### src/hw/spp_defines.svh
// register addresses, control word fields, port c line positions and reset values
// assumes: included by bare name wherever these constants are needed
`ifndef SPP_DEFINES_SVH
`define SPP_DEFINES_SVH

`define SPP_ADDR_PORTA  2'h0
`define SPP_ADDR_PORTB  2'h1
`define SPP_ADDR_PORTC  2'h2
`define SPP_ADDR_CTRL   2'h3

// control word, bit 7 high: mode set
`define SPP_CW_MODESET  7
`define SPP_CW_AMODE_HI 6
`define SPP_CW_AMODE_LO 5
`define SPP_CW_A_IN     4
`define SPP_CW_CU_IN    3
`define SPP_CW_B_MODE   2
`define SPP_CW_B_IN     1
`define SPP_CW_CL_IN    0

// control word, bit 7 low: single bit set/reset of port c
`define SPP_BSR_SEL_HI  3
`define SPP_BSR_SEL_LO  1
`define SPP_BSR_VAL     0

// port c line positions used by handshaking
`define SPP_PC_IRQ_B    3'h0
`define SPP_PC_FULL_B   3'h1
`define SPP_PC_HS_B     3'h2
`define SPP_PC_IRQ_A    3'h3
`define SPP_PC_STRB_A   3'h4
`define SPP_PC_INFULL_A 3'h5
`define SPP_PC_ACC_A    3'h6
`define SPP_PC_OUTFUL_A 3'h7

`define SPP_RST_DATA    8'h00
`define SPP_RST_OEN     8'hff

`endif

### src/hw/spp_pkg.sv
// types shared by the strobed parallel port block
// assumes: compiled before any module that names these types
package spp_pkg;

   typedef enum logic [2:0] {
      SPP_A_BASIC    = 3'b001,
      SPP_A_STROBED  = 3'b010,
      SPP_A_BIDIR    = 3'b100
   } sppModeA_t;

   typedef enum logic [1:0] {
      SPP_B_BASIC    = 2'b01,
      SPP_B_STROBED  = 2'b10
   } sppModeB_t;

endpackage

### src/hw/spp_handshake.sv
// three-port parallel interface: mode control, port c handshaking and bit set/reset
// assumes: one clock, host reaches it over a plain strobed register port,
// pin inputs are synchronous; port c lines are resampled before edge use
//
// Contract
// - strobed output raises interrupt when accept, buffer-free line and mask high; write clears.
// - strobed output masks set by port c bit 6 (group A), bit 2 (group B).
// - ports A and B each independently strobed input or strobed output.
// - bidirectional mode only for group A, port A bus plus five port c lines.
// - bidirectional mode drives output-buffer-full line low after host writes port A.
// - bidirectional mode drives port A only while accept input is low.
// - bidirectional masks: output side by port c bit 6, input side by bit 4.
// - bidirectional strobe low captures port A, then input-latch-full goes high.
// - one interrupt serves both directions with the combined input/output condition.
// - strobed mode assigns port c lines to handshake roles per group and direction.
// - bidirectional mode uses port c bits 3 to 7; bits 0 to 2 serve group B.
// - spare port c input bits are returned on a normal port c read.
// - spare upper port c outputs change only by bit set/reset, except with group A basic, where a direct write also changes them.
// - spare lower port c outputs change by bit set/reset or direct write.
// - in strobed or bidirectional modes port c read returns handshake status.
// - in basic mode port c is a plain data port.
// - output-buffer-full sets at end of host write, clears on accept low.
// - input-latch-full sets while strobe low, clears at end of host read.
// - mode selection clears output registers and handshake flops.
// - mode selection and reset clear every interrupt mask.
//
// Implementation choices: the address map and strobed register access.
`timescale 1ns/1ps
`include "spp_defines.svh"

module spp_handshake (
   input  wire logic       clock,
   input  wire logic       rst_n,
   input  wire logic [1:0] addr,
   input  wire logic [7:0] wrData,
   input  wire logic       wrStb,
   input  wire logic       rdStb,
   output logic      [7:0] rdData,
   input  wire logic [7:0] portAIn,
   output logic      [7:0] portAOut,
   output logic            portAOeN,
   input  wire logic [7:0] portBIn,
   output logic      [7:0] portBOut,
   output logic            portBOeN,
   input  wire logic [7:0] portCIn,
   output logic      [7:0] portCOut,
   output logic      [7:0] portCOeN
);

   function automatic logic irqTerm(input logic flagLine, input logic mask,
                                    input logic periphHigh, input logic hostBusy);
      irqTerm = flagLine & mask & periphHigh & ~hostBusy;
   endfunction

   function automatic logic [7:0] bitMask(input logic [2:0] pos);
      bitMask = 8'h01 << pos;
   endfunction

   spp_pkg::sppModeA_t modeA_q;
   spp_pkg::sppModeB_t modeB_q;
   logic       dirAIn_q, dirBIn_q, dirCuIn_q, dirClIn_q;
   logic [7:0] outALatch_q, outBLatch_q, inALatch_q, inBLatch_q, portCLatch_q;
   logic [7:0] pcMeta_q, pcSync_q;
   logic       wrAEnd_q, rdAEnd_q, wrBEnd_q, rdBEnd_q;
   logic       outFullA_q, inFullA_q, outFullB_q, inFullB_q;
   logic       irqA_q, irqB_q;
   logic       outSideIrqMask_q, inSideIrqMask_q, irqMaskB_q;
   logic [7:0] rdData_q, portAOut_q, portBOut_q, portCOut_q, portCOeN_q;
   logic       portAOeN_q, portBOeN_q;

   // host side decode
   wire logic selA     = (addr == `SPP_ADDR_PORTA);
   wire logic selB     = (addr == `SPP_ADDR_PORTB);
   wire logic selC     = (addr == `SPP_ADDR_PORTC);
   wire logic selCtl   = (addr == `SPP_ADDR_CTRL);
   wire logic wrA      = wrStb & selA;
   wire logic rdA      = rdStb & selA;
   wire logic wrB      = wrStb & selB;
   wire logic rdB      = rdStb & selB;
   wire logic wrC      = wrStb & selC;
   wire logic wrCtl    = wrStb & selCtl;
   wire logic modeSet  = wrCtl & wrData[`SPP_CW_MODESET];
   wire logic bitOp    = wrCtl & ~wrData[`SPP_CW_MODESET];
   wire logic [2:0] bitSel = wrData[`SPP_BSR_SEL_HI:`SPP_BSR_SEL_LO];
   wire logic bitVal   = wrData[`SPP_BSR_VAL];

   // mode decode
   wire logic aBasic   = (modeA_q == spp_pkg::SPP_A_BASIC);
   wire logic aStrb    = (modeA_q == spp_pkg::SPP_A_STROBED);
   wire logic aBidir   = (modeA_q == spp_pkg::SPP_A_BIDIR);
   wire logic bStrb    = (modeB_q == spp_pkg::SPP_B_STROBED);
   wire logic aOutSide = aBidir | (aStrb & ~dirAIn_q);
   wire logic aInSide  = aBidir | (aStrb & dirAIn_q);
   wire logic bOutSide = bStrb & ~dirBIn_q;
   wire logic bInSide  = bStrb & dirBIn_q;

   // peripheral lines after resynchronisation
   wire logic strbAHigh = pcSync_q[`SPP_PC_STRB_A];
   wire logic accAHigh  = pcSync_q[`SPP_PC_ACC_A];
   wire logic hsBHigh   = pcSync_q[`SPP_PC_HS_B];

   // a host access counts as busy during its strobe and the cycle after it,
   // so an interrupt cannot blip while the full flag is still settling
   wire logic wrABusy  = wrA | wrAEnd_q;
   wire logic rdABusy  = rdA | rdAEnd_q;
   wire logic wrBBusy  = wrB | wrBEnd_q;
   wire logic rdBBusy  = rdB | rdBEnd_q;

   wire spp_pkg::sppModeA_t modeA_d =
      wrData[`SPP_CW_AMODE_HI] ? spp_pkg::SPP_A_BIDIR :
      wrData[`SPP_CW_AMODE_LO] ? spp_pkg::SPP_A_STROBED : spp_pkg::SPP_A_BASIC;
   wire spp_pkg::sppModeB_t modeB_d =
      wrData[`SPP_CW_B_MODE] ? spp_pkg::SPP_B_STROBED : spp_pkg::SPP_B_BASIC;

   // full flags: mode set clears first; otherwise the setting event wins over a clear in the same cycle
   wire logic outFullA_d = modeSet ? 1'b0 :
                           (wrAEnd_q & aOutSide) ? 1'b1 :
                           ~accAHigh ? 1'b0 : outFullA_q;
   wire logic inFullA_d  = modeSet ? 1'b0 :
                           (aInSide & ~strbAHigh) ? 1'b1 :
                           rdAEnd_q ? 1'b0 : inFullA_q;
   wire logic outFullB_d = modeSet ? 1'b0 :
                           (wrBEnd_q & bOutSide) ? 1'b1 :
                           ~hsBHigh ? 1'b0 : outFullB_q;
   wire logic inFullB_d  = modeSet ? 1'b0 :
                           (bInSide & ~hsBHigh) ? 1'b1 :
                           rdBEnd_q ? 1'b0 : inFullB_q;

   // interrupt levels; the output-side line is high while the buffer is free
   wire logic irqA_d = ~modeSet & (
      (aInSide & irqTerm(inFullA_q, inSideIrqMask_q, strbAHigh, rdABusy)) |
      (aOutSide & irqTerm(~outFullA_q, outSideIrqMask_q, accAHigh, wrABusy)));
   wire logic irqB_d = ~modeSet & (
      (bInSide & irqTerm(inFullB_q, irqMaskB_q, hsBHigh, rdBBusy)) |
      (bOutSide & irqTerm(~outFullB_q, irqMaskB_q, hsBHigh, wrBBusy)));

   // port c line roles per mode
   wire logic [7:0] hsOutA =
      (aInSide | aOutSide) ? bitMask(`SPP_PC_IRQ_A) |
      (aInSide ? bitMask(`SPP_PC_INFULL_A) : 8'h00) |
      (aOutSide ? bitMask(`SPP_PC_OUTFUL_A) : 8'h00) : 8'h00;
   wire logic [7:0] hsInA =
      (aInSide ? bitMask(`SPP_PC_STRB_A) : 8'h00) |
      (aOutSide ? bitMask(`SPP_PC_ACC_A) : 8'h00);
   wire logic [7:0] hsOutB = bStrb ? (bitMask(`SPP_PC_IRQ_B) | bitMask(`SPP_PC_FULL_B)) : 8'h00;
   wire logic [7:0] hsInB  = bStrb ? bitMask(`SPP_PC_HS_B) : 8'h00;
   wire logic [7:0] hsOut  = hsOutA | hsOutB;
   wire logic [7:0] hsIn   = hsInA | hsInB;
   wire logic [7:0] hsAny  = hsOut | hsIn;
   wire logic [7:0] spareIn = {{4{dirCuIn_q}}, {4{dirClIn_q}}};

   // live handshake state, read back as driven
   wire logic [7:0] hsVal =
      ({7'h00, irqB_q} << `SPP_PC_IRQ_B) |
      ({7'h00, (dirBIn_q ? inFullB_q : ~outFullB_q)} << `SPP_PC_FULL_B) |
      ({7'h00, irqA_q} << `SPP_PC_IRQ_A) |
      ({7'h00, inFullA_q} << `SPP_PC_INFULL_A) |
      ({7'h00, ~outFullA_q} << `SPP_PC_OUTFUL_A);

   wire logic [7:0] portCOut_d  = (hsOut & hsVal) | (~hsAny & portCLatch_q);
   wire logic [7:0] portCOeN_d  = ~(hsOut | (~hsAny & ~spareIn));
   wire logic [7:0] portCRead   = (hsOut & hsVal) | (hsIn & pcSync_q) |
                                  (~hsAny & spareIn & pcSync_q) |
                                  (~hsAny & ~spareIn & portCLatch_q);

   // port c latch: lower half may be written as a group, upper only when basic
   wire logic [7:0] cWrMask     = aBasic ? 8'hff : 8'h0f;
   wire logic [7:0] portCLatch_d =
      modeSet ? `SPP_RST_DATA :
      bitOp   ? ((portCLatch_q & ~bitMask(bitSel)) | ({8{bitVal}} & bitMask(bitSel))) :
      wrC     ? ((portCLatch_q & ~cWrMask) | (wrData & cWrMask)) : portCLatch_q;

   wire logic [7:0] portARead = aInSide ? inALatch_q : (dirAIn_q ? portAIn : outALatch_q);
   wire logic [7:0] portBRead = bInSide ? inBLatch_q : (dirBIn_q ? portBIn : outBLatch_q);
   wire logic [7:0] rdData_d  = ~rdStb ? 8'h00 :
                                selA ? portARead :
                                selB ? portBRead :
                                selC ? portCRead : 8'h00;

   // port A floats in bidirectional mode unless the peripheral is accepting
   wire logic portAOeN_d = aBidir ? accAHigh : dirAIn_q;

   always_ff @(posedge clock or negedge rst_n) begin
      if (!rst_n) begin
         modeA_q   <= spp_pkg::SPP_A_BASIC;
         modeB_q   <= spp_pkg::SPP_B_BASIC;
         dirAIn_q  <= 1'b1;
         dirBIn_q  <= 1'b1;
         dirCuIn_q <= 1'b1;
         dirClIn_q <= 1'b1;
      end else if (modeSet) begin
         modeA_q   <= modeA_d;
         modeB_q   <= modeB_d;
         dirAIn_q  <= wrData[`SPP_CW_A_IN];
         dirBIn_q  <= wrData[`SPP_CW_B_IN];
         dirCuIn_q <= wrData[`SPP_CW_CU_IN];
         dirClIn_q <= wrData[`SPP_CW_CL_IN];
      end
   end

   // interrupt masks
   always_ff @(posedge clock or negedge rst_n) begin
      if (!rst_n) begin
         outSideIrqMask_q <= 1'b0;
         inSideIrqMask_q  <= 1'b0;
         irqMaskB_q       <= 1'b0;
      end else if (modeSet) begin
         outSideIrqMask_q <= 1'b0;
         inSideIrqMask_q  <= 1'b0;
         irqMaskB_q       <= 1'b0;
      end else if (bitOp) begin
         if (bitSel == `SPP_PC_ACC_A && aOutSide)
            outSideIrqMask_q <= bitVal;
         if (bitSel == `SPP_PC_STRB_A && aInSide)
            inSideIrqMask_q <= bitVal;
         if (bitSel == `SPP_PC_HS_B && bStrb)
            irqMaskB_q <= bitVal;
      end
   end

   // data latches
   always_ff @(posedge clock or negedge rst_n) begin
      if (!rst_n) begin
         outALatch_q <= `SPP_RST_DATA;
         outBLatch_q <= `SPP_RST_DATA;
         inALatch_q  <= `SPP_RST_DATA;
         inBLatch_q  <= `SPP_RST_DATA;
      end else if (modeSet) begin
         outALatch_q <= `SPP_RST_DATA;
         outBLatch_q <= `SPP_RST_DATA;
      end else begin
         if (wrA)
            outALatch_q <= wrData;
         if (wrB)
            outBLatch_q <= wrData;
         if (aInSide && !strbAHigh)
            inALatch_q <= portAIn;
         if (bInSide && !hsBHigh)
            inBLatch_q <= portBIn;
      end
   end

   // first stage feeds only the second; all four host strobe ends are registered
   always_ff @(posedge clock or negedge rst_n) begin
      if (!rst_n) begin
         pcMeta_q <= `SPP_RST_OEN;
         pcSync_q <= `SPP_RST_OEN;
         wrAEnd_q <= 1'b0;
         rdAEnd_q <= 1'b0;
         wrBEnd_q <= 1'b0;
         rdBEnd_q <= 1'b0;
      end else begin
         // lines we drive ourselves look idle, so an output turned into a strobe
         // input by a mode change cannot fake a strobe from its old level
         pcMeta_q <= portCIn | ~portCOeN_q;
         pcSync_q <= pcMeta_q;
         wrAEnd_q <= wrA;
         rdAEnd_q <= rdA;
         wrBEnd_q <= wrB;
         rdBEnd_q <= rdB;
      end
   end

   // handshake flops and port c latch
   always_ff @(posedge clock or negedge rst_n) begin
      if (!rst_n) begin
         outFullA_q   <= 1'b0;
         inFullA_q    <= 1'b0;
         outFullB_q   <= 1'b0;
         inFullB_q    <= 1'b0;
         irqA_q       <= 1'b0;
         irqB_q       <= 1'b0;
         portCLatch_q <= `SPP_RST_DATA;
      end else begin
         outFullA_q   <= outFullA_d;
         inFullA_q    <= inFullA_d;
         outFullB_q   <= outFullB_d;
         inFullB_q    <= inFullB_d;
         irqA_q       <= irqA_d;
         irqB_q       <= irqB_d;
         portCLatch_q <= portCLatch_d;
      end
   end

   // every pin and the read data leave from a flop
   always_ff @(posedge clock or negedge rst_n) begin
      if (!rst_n) begin
         rdData_q   <= `SPP_RST_DATA;
         portAOut_q <= `SPP_RST_DATA;
         portAOeN_q <= 1'b1;
         portBOut_q <= `SPP_RST_DATA;
         portBOeN_q <= 1'b1;
         portCOut_q <= `SPP_RST_DATA;
         portCOeN_q <= `SPP_RST_OEN;
      end else begin
         rdData_q   <= rdData_d;
         portAOut_q <= outALatch_q;
         portAOeN_q <= portAOeN_d;
         portBOut_q <= outBLatch_q;
         portBOeN_q <= dirBIn_q;
         portCOut_q <= portCOut_d;
         portCOeN_q <= portCOeN_d;
      end
   end

   assign rdData   = rdData_q;
   assign portAOut = portAOut_q;
   assign portAOeN = portAOeN_q;
   assign portBOut = portBOut_q;
   assign portBOeN = portBOeN_q;
   assign portCOut = portCOut_q;
   assign portCOeN = portCOeN_q;

endmodule

### config.mk
export PLATFORM = sky130hd
export DESIGN_NAME = spp_handshake
export DESIGN_NICKNAME = d
export VERILOG_FILES = /design/src/hw/spp_pkg.sv /design/src/hw/spp_handshake.sv
export VERILOG_INCLUDE_DIRS = /design/src /design/src/hw
export SDC_FILE = /design/constraint.sdc
export NUM_CORES = 1
export LEC_CHECK = 0
export BUFFER_PORTS_ARGS = -buffer_cell sky130_fd_sc_hd__buf_4
export CAP_MARGIN = 20
export CELL_PAD_IN_SITES_DETAIL_PLACEMENT = 2
export CELL_PAD_IN_SITES_GLOBAL_PLACEMENT = 2
export CORE_ASPECT_RATIO = 1.2
export CORE_UTILIZATION = 39
export DETAILED_ROUTE_END_ITERATION = 7
export GPL_TIMING_DRIVEN = 0
export PLACE_DENSITY_LB_ADDON = 0.1
export SETUP_SLACK_MARGIN = 0.3
export SYNTH_ARGS = -nofsm -noshare
export SYNTH_HDL_FRONTEND = slang
export SYNTH_SLANG_ARGS = --single-unit
### constraint.sdc
create_clock -name clock -period 5.2 [get_ports clock]
set_input_delay 0.26 -clock clock [delete_from_list [all_inputs] [get_ports clock]]
set_output_delay 0.26 -clock clock [all_outputs]
set_load 0.02 [all_outputs]
==> reports/results.ini <==
[cells_and_area]
finalNonFillerCells=747
multi_input_area_sq_um=1980
nNetsFinal=608
diodes=0
drive_gt1_share_pct=30.7
fill_cells=1311
regArea_sq_um=3020
syn2layout_area_growth_pct=27.0
post-route-util_pct=51.2

[global_route]
grt_remaining_overflow=0
grt_pass1_wl_um=27700
grtUsageTotal_pct=28.0
grt_max_degree=74
antenna_found_initial=0
grt_pass1_vias=4739

[synth]
ys_types=60
synthMuxAreaShare_pct=8.83
avgSynthCellArea_sq_um=10.9
yosysWarnings=0
seq_area_frac_synth_pct=58.5
synth-xor-area-share_pct=0.170
synth_top_family_by_area=simple AND/OR/NAND/NOR gates
synthAdderAreaFrac_pct=0
synth_edf_count=0
synth_area_sq_um=5150
synth_compound_area_share_pct=12.4
synthesis.nets=510
synth-simple-area-share_pct=17.0
ys_ff_latch=119
synthFlopType=dfrtp_1
async_flop_share_pct=100
netlist_instances=472

[status]
status=finished clean

[worst_setup_path]
crit_path_top_delay_cell=nor4b_1
crit_path_max_incr_delay_ns=0.86
arrival_ns=2.82
cp-start-kind=flop
timing.rr.start=modeA_q[2]
path_cells=nor4b_1, nand2b_1, o211ai_1, a221oi_1
crit_required_ns=5.52
ff2ff_path_depth=4
crit_fanout=8
worstReg2RegEnd=rdData[7]
end_kind=flop
cp-startpoint=modeA_q[2]
r2r_slack_ns=2.70
critPathKind=reg2reg

[hold_path]
min_path_cells=2
hold_end=pcMeta_q[7]
min_from=portCIn[7]
hold_path.class=in2reg

[routing]
vias=4197
drt_pass1_iterations=4
wl_um=17600
ant_nets=0
avgViaCountPerCell=5.62
drc_errors=0
drt-initial-drc-count=161
wl_per_cell_um=23.6

[place]
dp_cells=714
hpwl_um=12100
port_buffers=77
gp_congestion=0.801

[clock_tree]
htree_levels=4
cts_setup_buffers=0
postCtsHoldBufs=1
cts_tree=built
numCtsBuffers=17
clk_pin_slew_ns=0.06
clock_latency_ns=0.43
cts_root_buf=clkbuf_16
clock_path_buffers=2
post_cts_resized=0
clock_sinks=119

[die]
pin_count=80
initial_core_util_pct=40.3
dieHeight_um=128
dieArea_sq_um=13700
core_sq_um=12800
std_cell_rows=45
die_x_um=107

[sta]
finalCritPeriodShare_pct=48.1
worst_pin_slew_ns=0.963
grt_setup_unrepaired=false
hold_viol_final=0
setup_viol=0
clock_skew_ns=0.0116
fin_crit_ns=2.50
finalSetupTns_ns=0
final_max_slew_viol_count=0
relSlewSlack_pct=34.9
timing.fmax_mhz=399

[power_and_ir_drop]
powerDensity_nw_per_um2=486
total_power_mw=3.18
switching_power_mw=0.974
combinationalPowerShare_pct=23.3
p_leak_nw=3.02
peakVddDrop_uv=235
internal_power_mw=2.21
power_frac_clock_pct=35.8
power_frac_seq_pct=40.9
p_sw_share_pct=30.6

[flow_run]
cap_violations=0

==> synthesized netlist by cell type (all sizes together), types with 5 or more instances <==
master   n  share of area, %
nand2   95               6.9
dfrtp   88                43
dfstp   31                16
o21ai   27               2.6
a21oi   20               1.9
mux2    20               5.0
mux2i   20               3.9
clkbuf  19               1.4
nand2b  15               1.8
nor2    13               1.1
nand3   12               1.2
buf      9               1.0
nor2b    8              0.97
inv      7              0.51
a31oi    6              0.73
o211ai   6              0.87
and3     5              0.61
nor3b    5              0.95
o221ai   5              0.85
==> logic make-up after synthesis <==
family                    after synthesis
buffers and inverters                  38
AOI/OAI and AO/OA                      97
xor gates and xnor gates                1
DFF                                   119
muxes                                  40
and+or+nand+nor                       177
==> state kept, by name, indices dropped and copies added (netlist names), 2 cells and up <==
| register | count |
|---|---|
| inBLatch_q | 8 |
| portCOut | 8 |
| outBLatch_q | 8 |
| portCLatch_q | 8 |
| portAOut | 8 |
| rdData | 8 |
| pcSync_q | 8 |
| portBOut | 8 |
| modeA_q | 3 |
| outALatch_q | 8 |
| modeB_q | 2 |
| inALatch_q | 8 |
| pcMeta_q | 8 |
| portCOeN | 7 |
==> layout by cell type, fill, tap and decap left out, types with 4 or more instances in the layout <==
| master | count |
|---|---|
| nand2_1 | 95 |
| dfrtp_1 | 88 |
| buf_4 | 77 |
| dfstp_2 | 31 |
| o21ai_0 | 27 |
| clkbuf_1 | 22 |
| mux2i_1 | 20 |
| a21oi_1 | 20 |
| clkbuf_16 | 17 |
| nand2b_1 | 15 |
| nand3_1 | 12 |
| mux2_2 | 12 |
| nor2_1 | 12 |
| nor2b_1 | 8 |
| mux2_4 | 8 |
| inv_1 | 7 |
| clkinv_2 | 7 |
| buf_2 | 6 |
| a31oi_1 | 6 |
| o211ai_1 | 6 |
| o221ai_1 | 5 |
| and3_1 | 5 |
| nor3_1 | 4 |
| a221oi_1 | 4 |
| nor3b_1 | 4 |
==> final cells by class <==
type / count / share of cell area [%]
flip-flops and latches: 119 / 46.1
multi-input cells: 315 / 30.2
repair buffers: 79 / 9.46
clock buffers: 22 / 7.09
well taps: 164 / 3.13
plain buffers: 28 / 1.89
clock inverters: 10 / 1.57
inverters: 10 / 0.573
==> worst max-delay path, delay by kind of cell (launching register included) <==
family	cells	cell delay, ns
compound gates	2	0.65
flops	1	0.47
simple gates	2	1.25
==> through the flow <==
stage | setup WS [ns] | hold WS, ns | cell area [sq um]
after floorplan | 3.33 | -0.0356 | 5150
after global placement | 2.94 | 0.346 | 5940
after detailed placement | 2.76 | 0.218 | 5970
after CTS | 2.72 | 0.0112 | 6550
after global routing | 2.51 | 0.0304 | 6550
final | 2.70 | 0.0167 | 6550
==> worst max-delay path by stage <==
stage / to / slack, ns / cells after the start
floorplan: rdData[4] / 3.33 / 5
global placement: rdData[7] / 2.94 / 5
detailed placement: rdData[7] / 2.76 / 5
CTS: rdData[7] / 2.72 / 4
global route: rdData[7] / 2.51 / 4
finish: rdData[7] / 2.70 / 4
==> per-layer routing <==
metal	up-vias	wire (um)	GRT usage [%]
li1	1849	-	-
met1	2205	7140	33.1
met2	103	9210	47.6
met3	40	502	4.73
met4	0	765	16.6
met5	-	0	0
==> power groups by stage <==
stage | registers, mW | logic, mW | clock network [mW]
2_1_floorplan | 1.34 | 0.369 | 0
3_3_place_gp | 1.29 | 0.699 | 0
3_5_place_dp | 1.31 | 0.735 | 0
4_1_cts | 1.30 | 0.750 | 1.16
5_1_grt | 1.32 | 0.802 | 1.20
6_report | 1.30 | 0.743 | 1.14
Power figures use the tool's default switching activity.
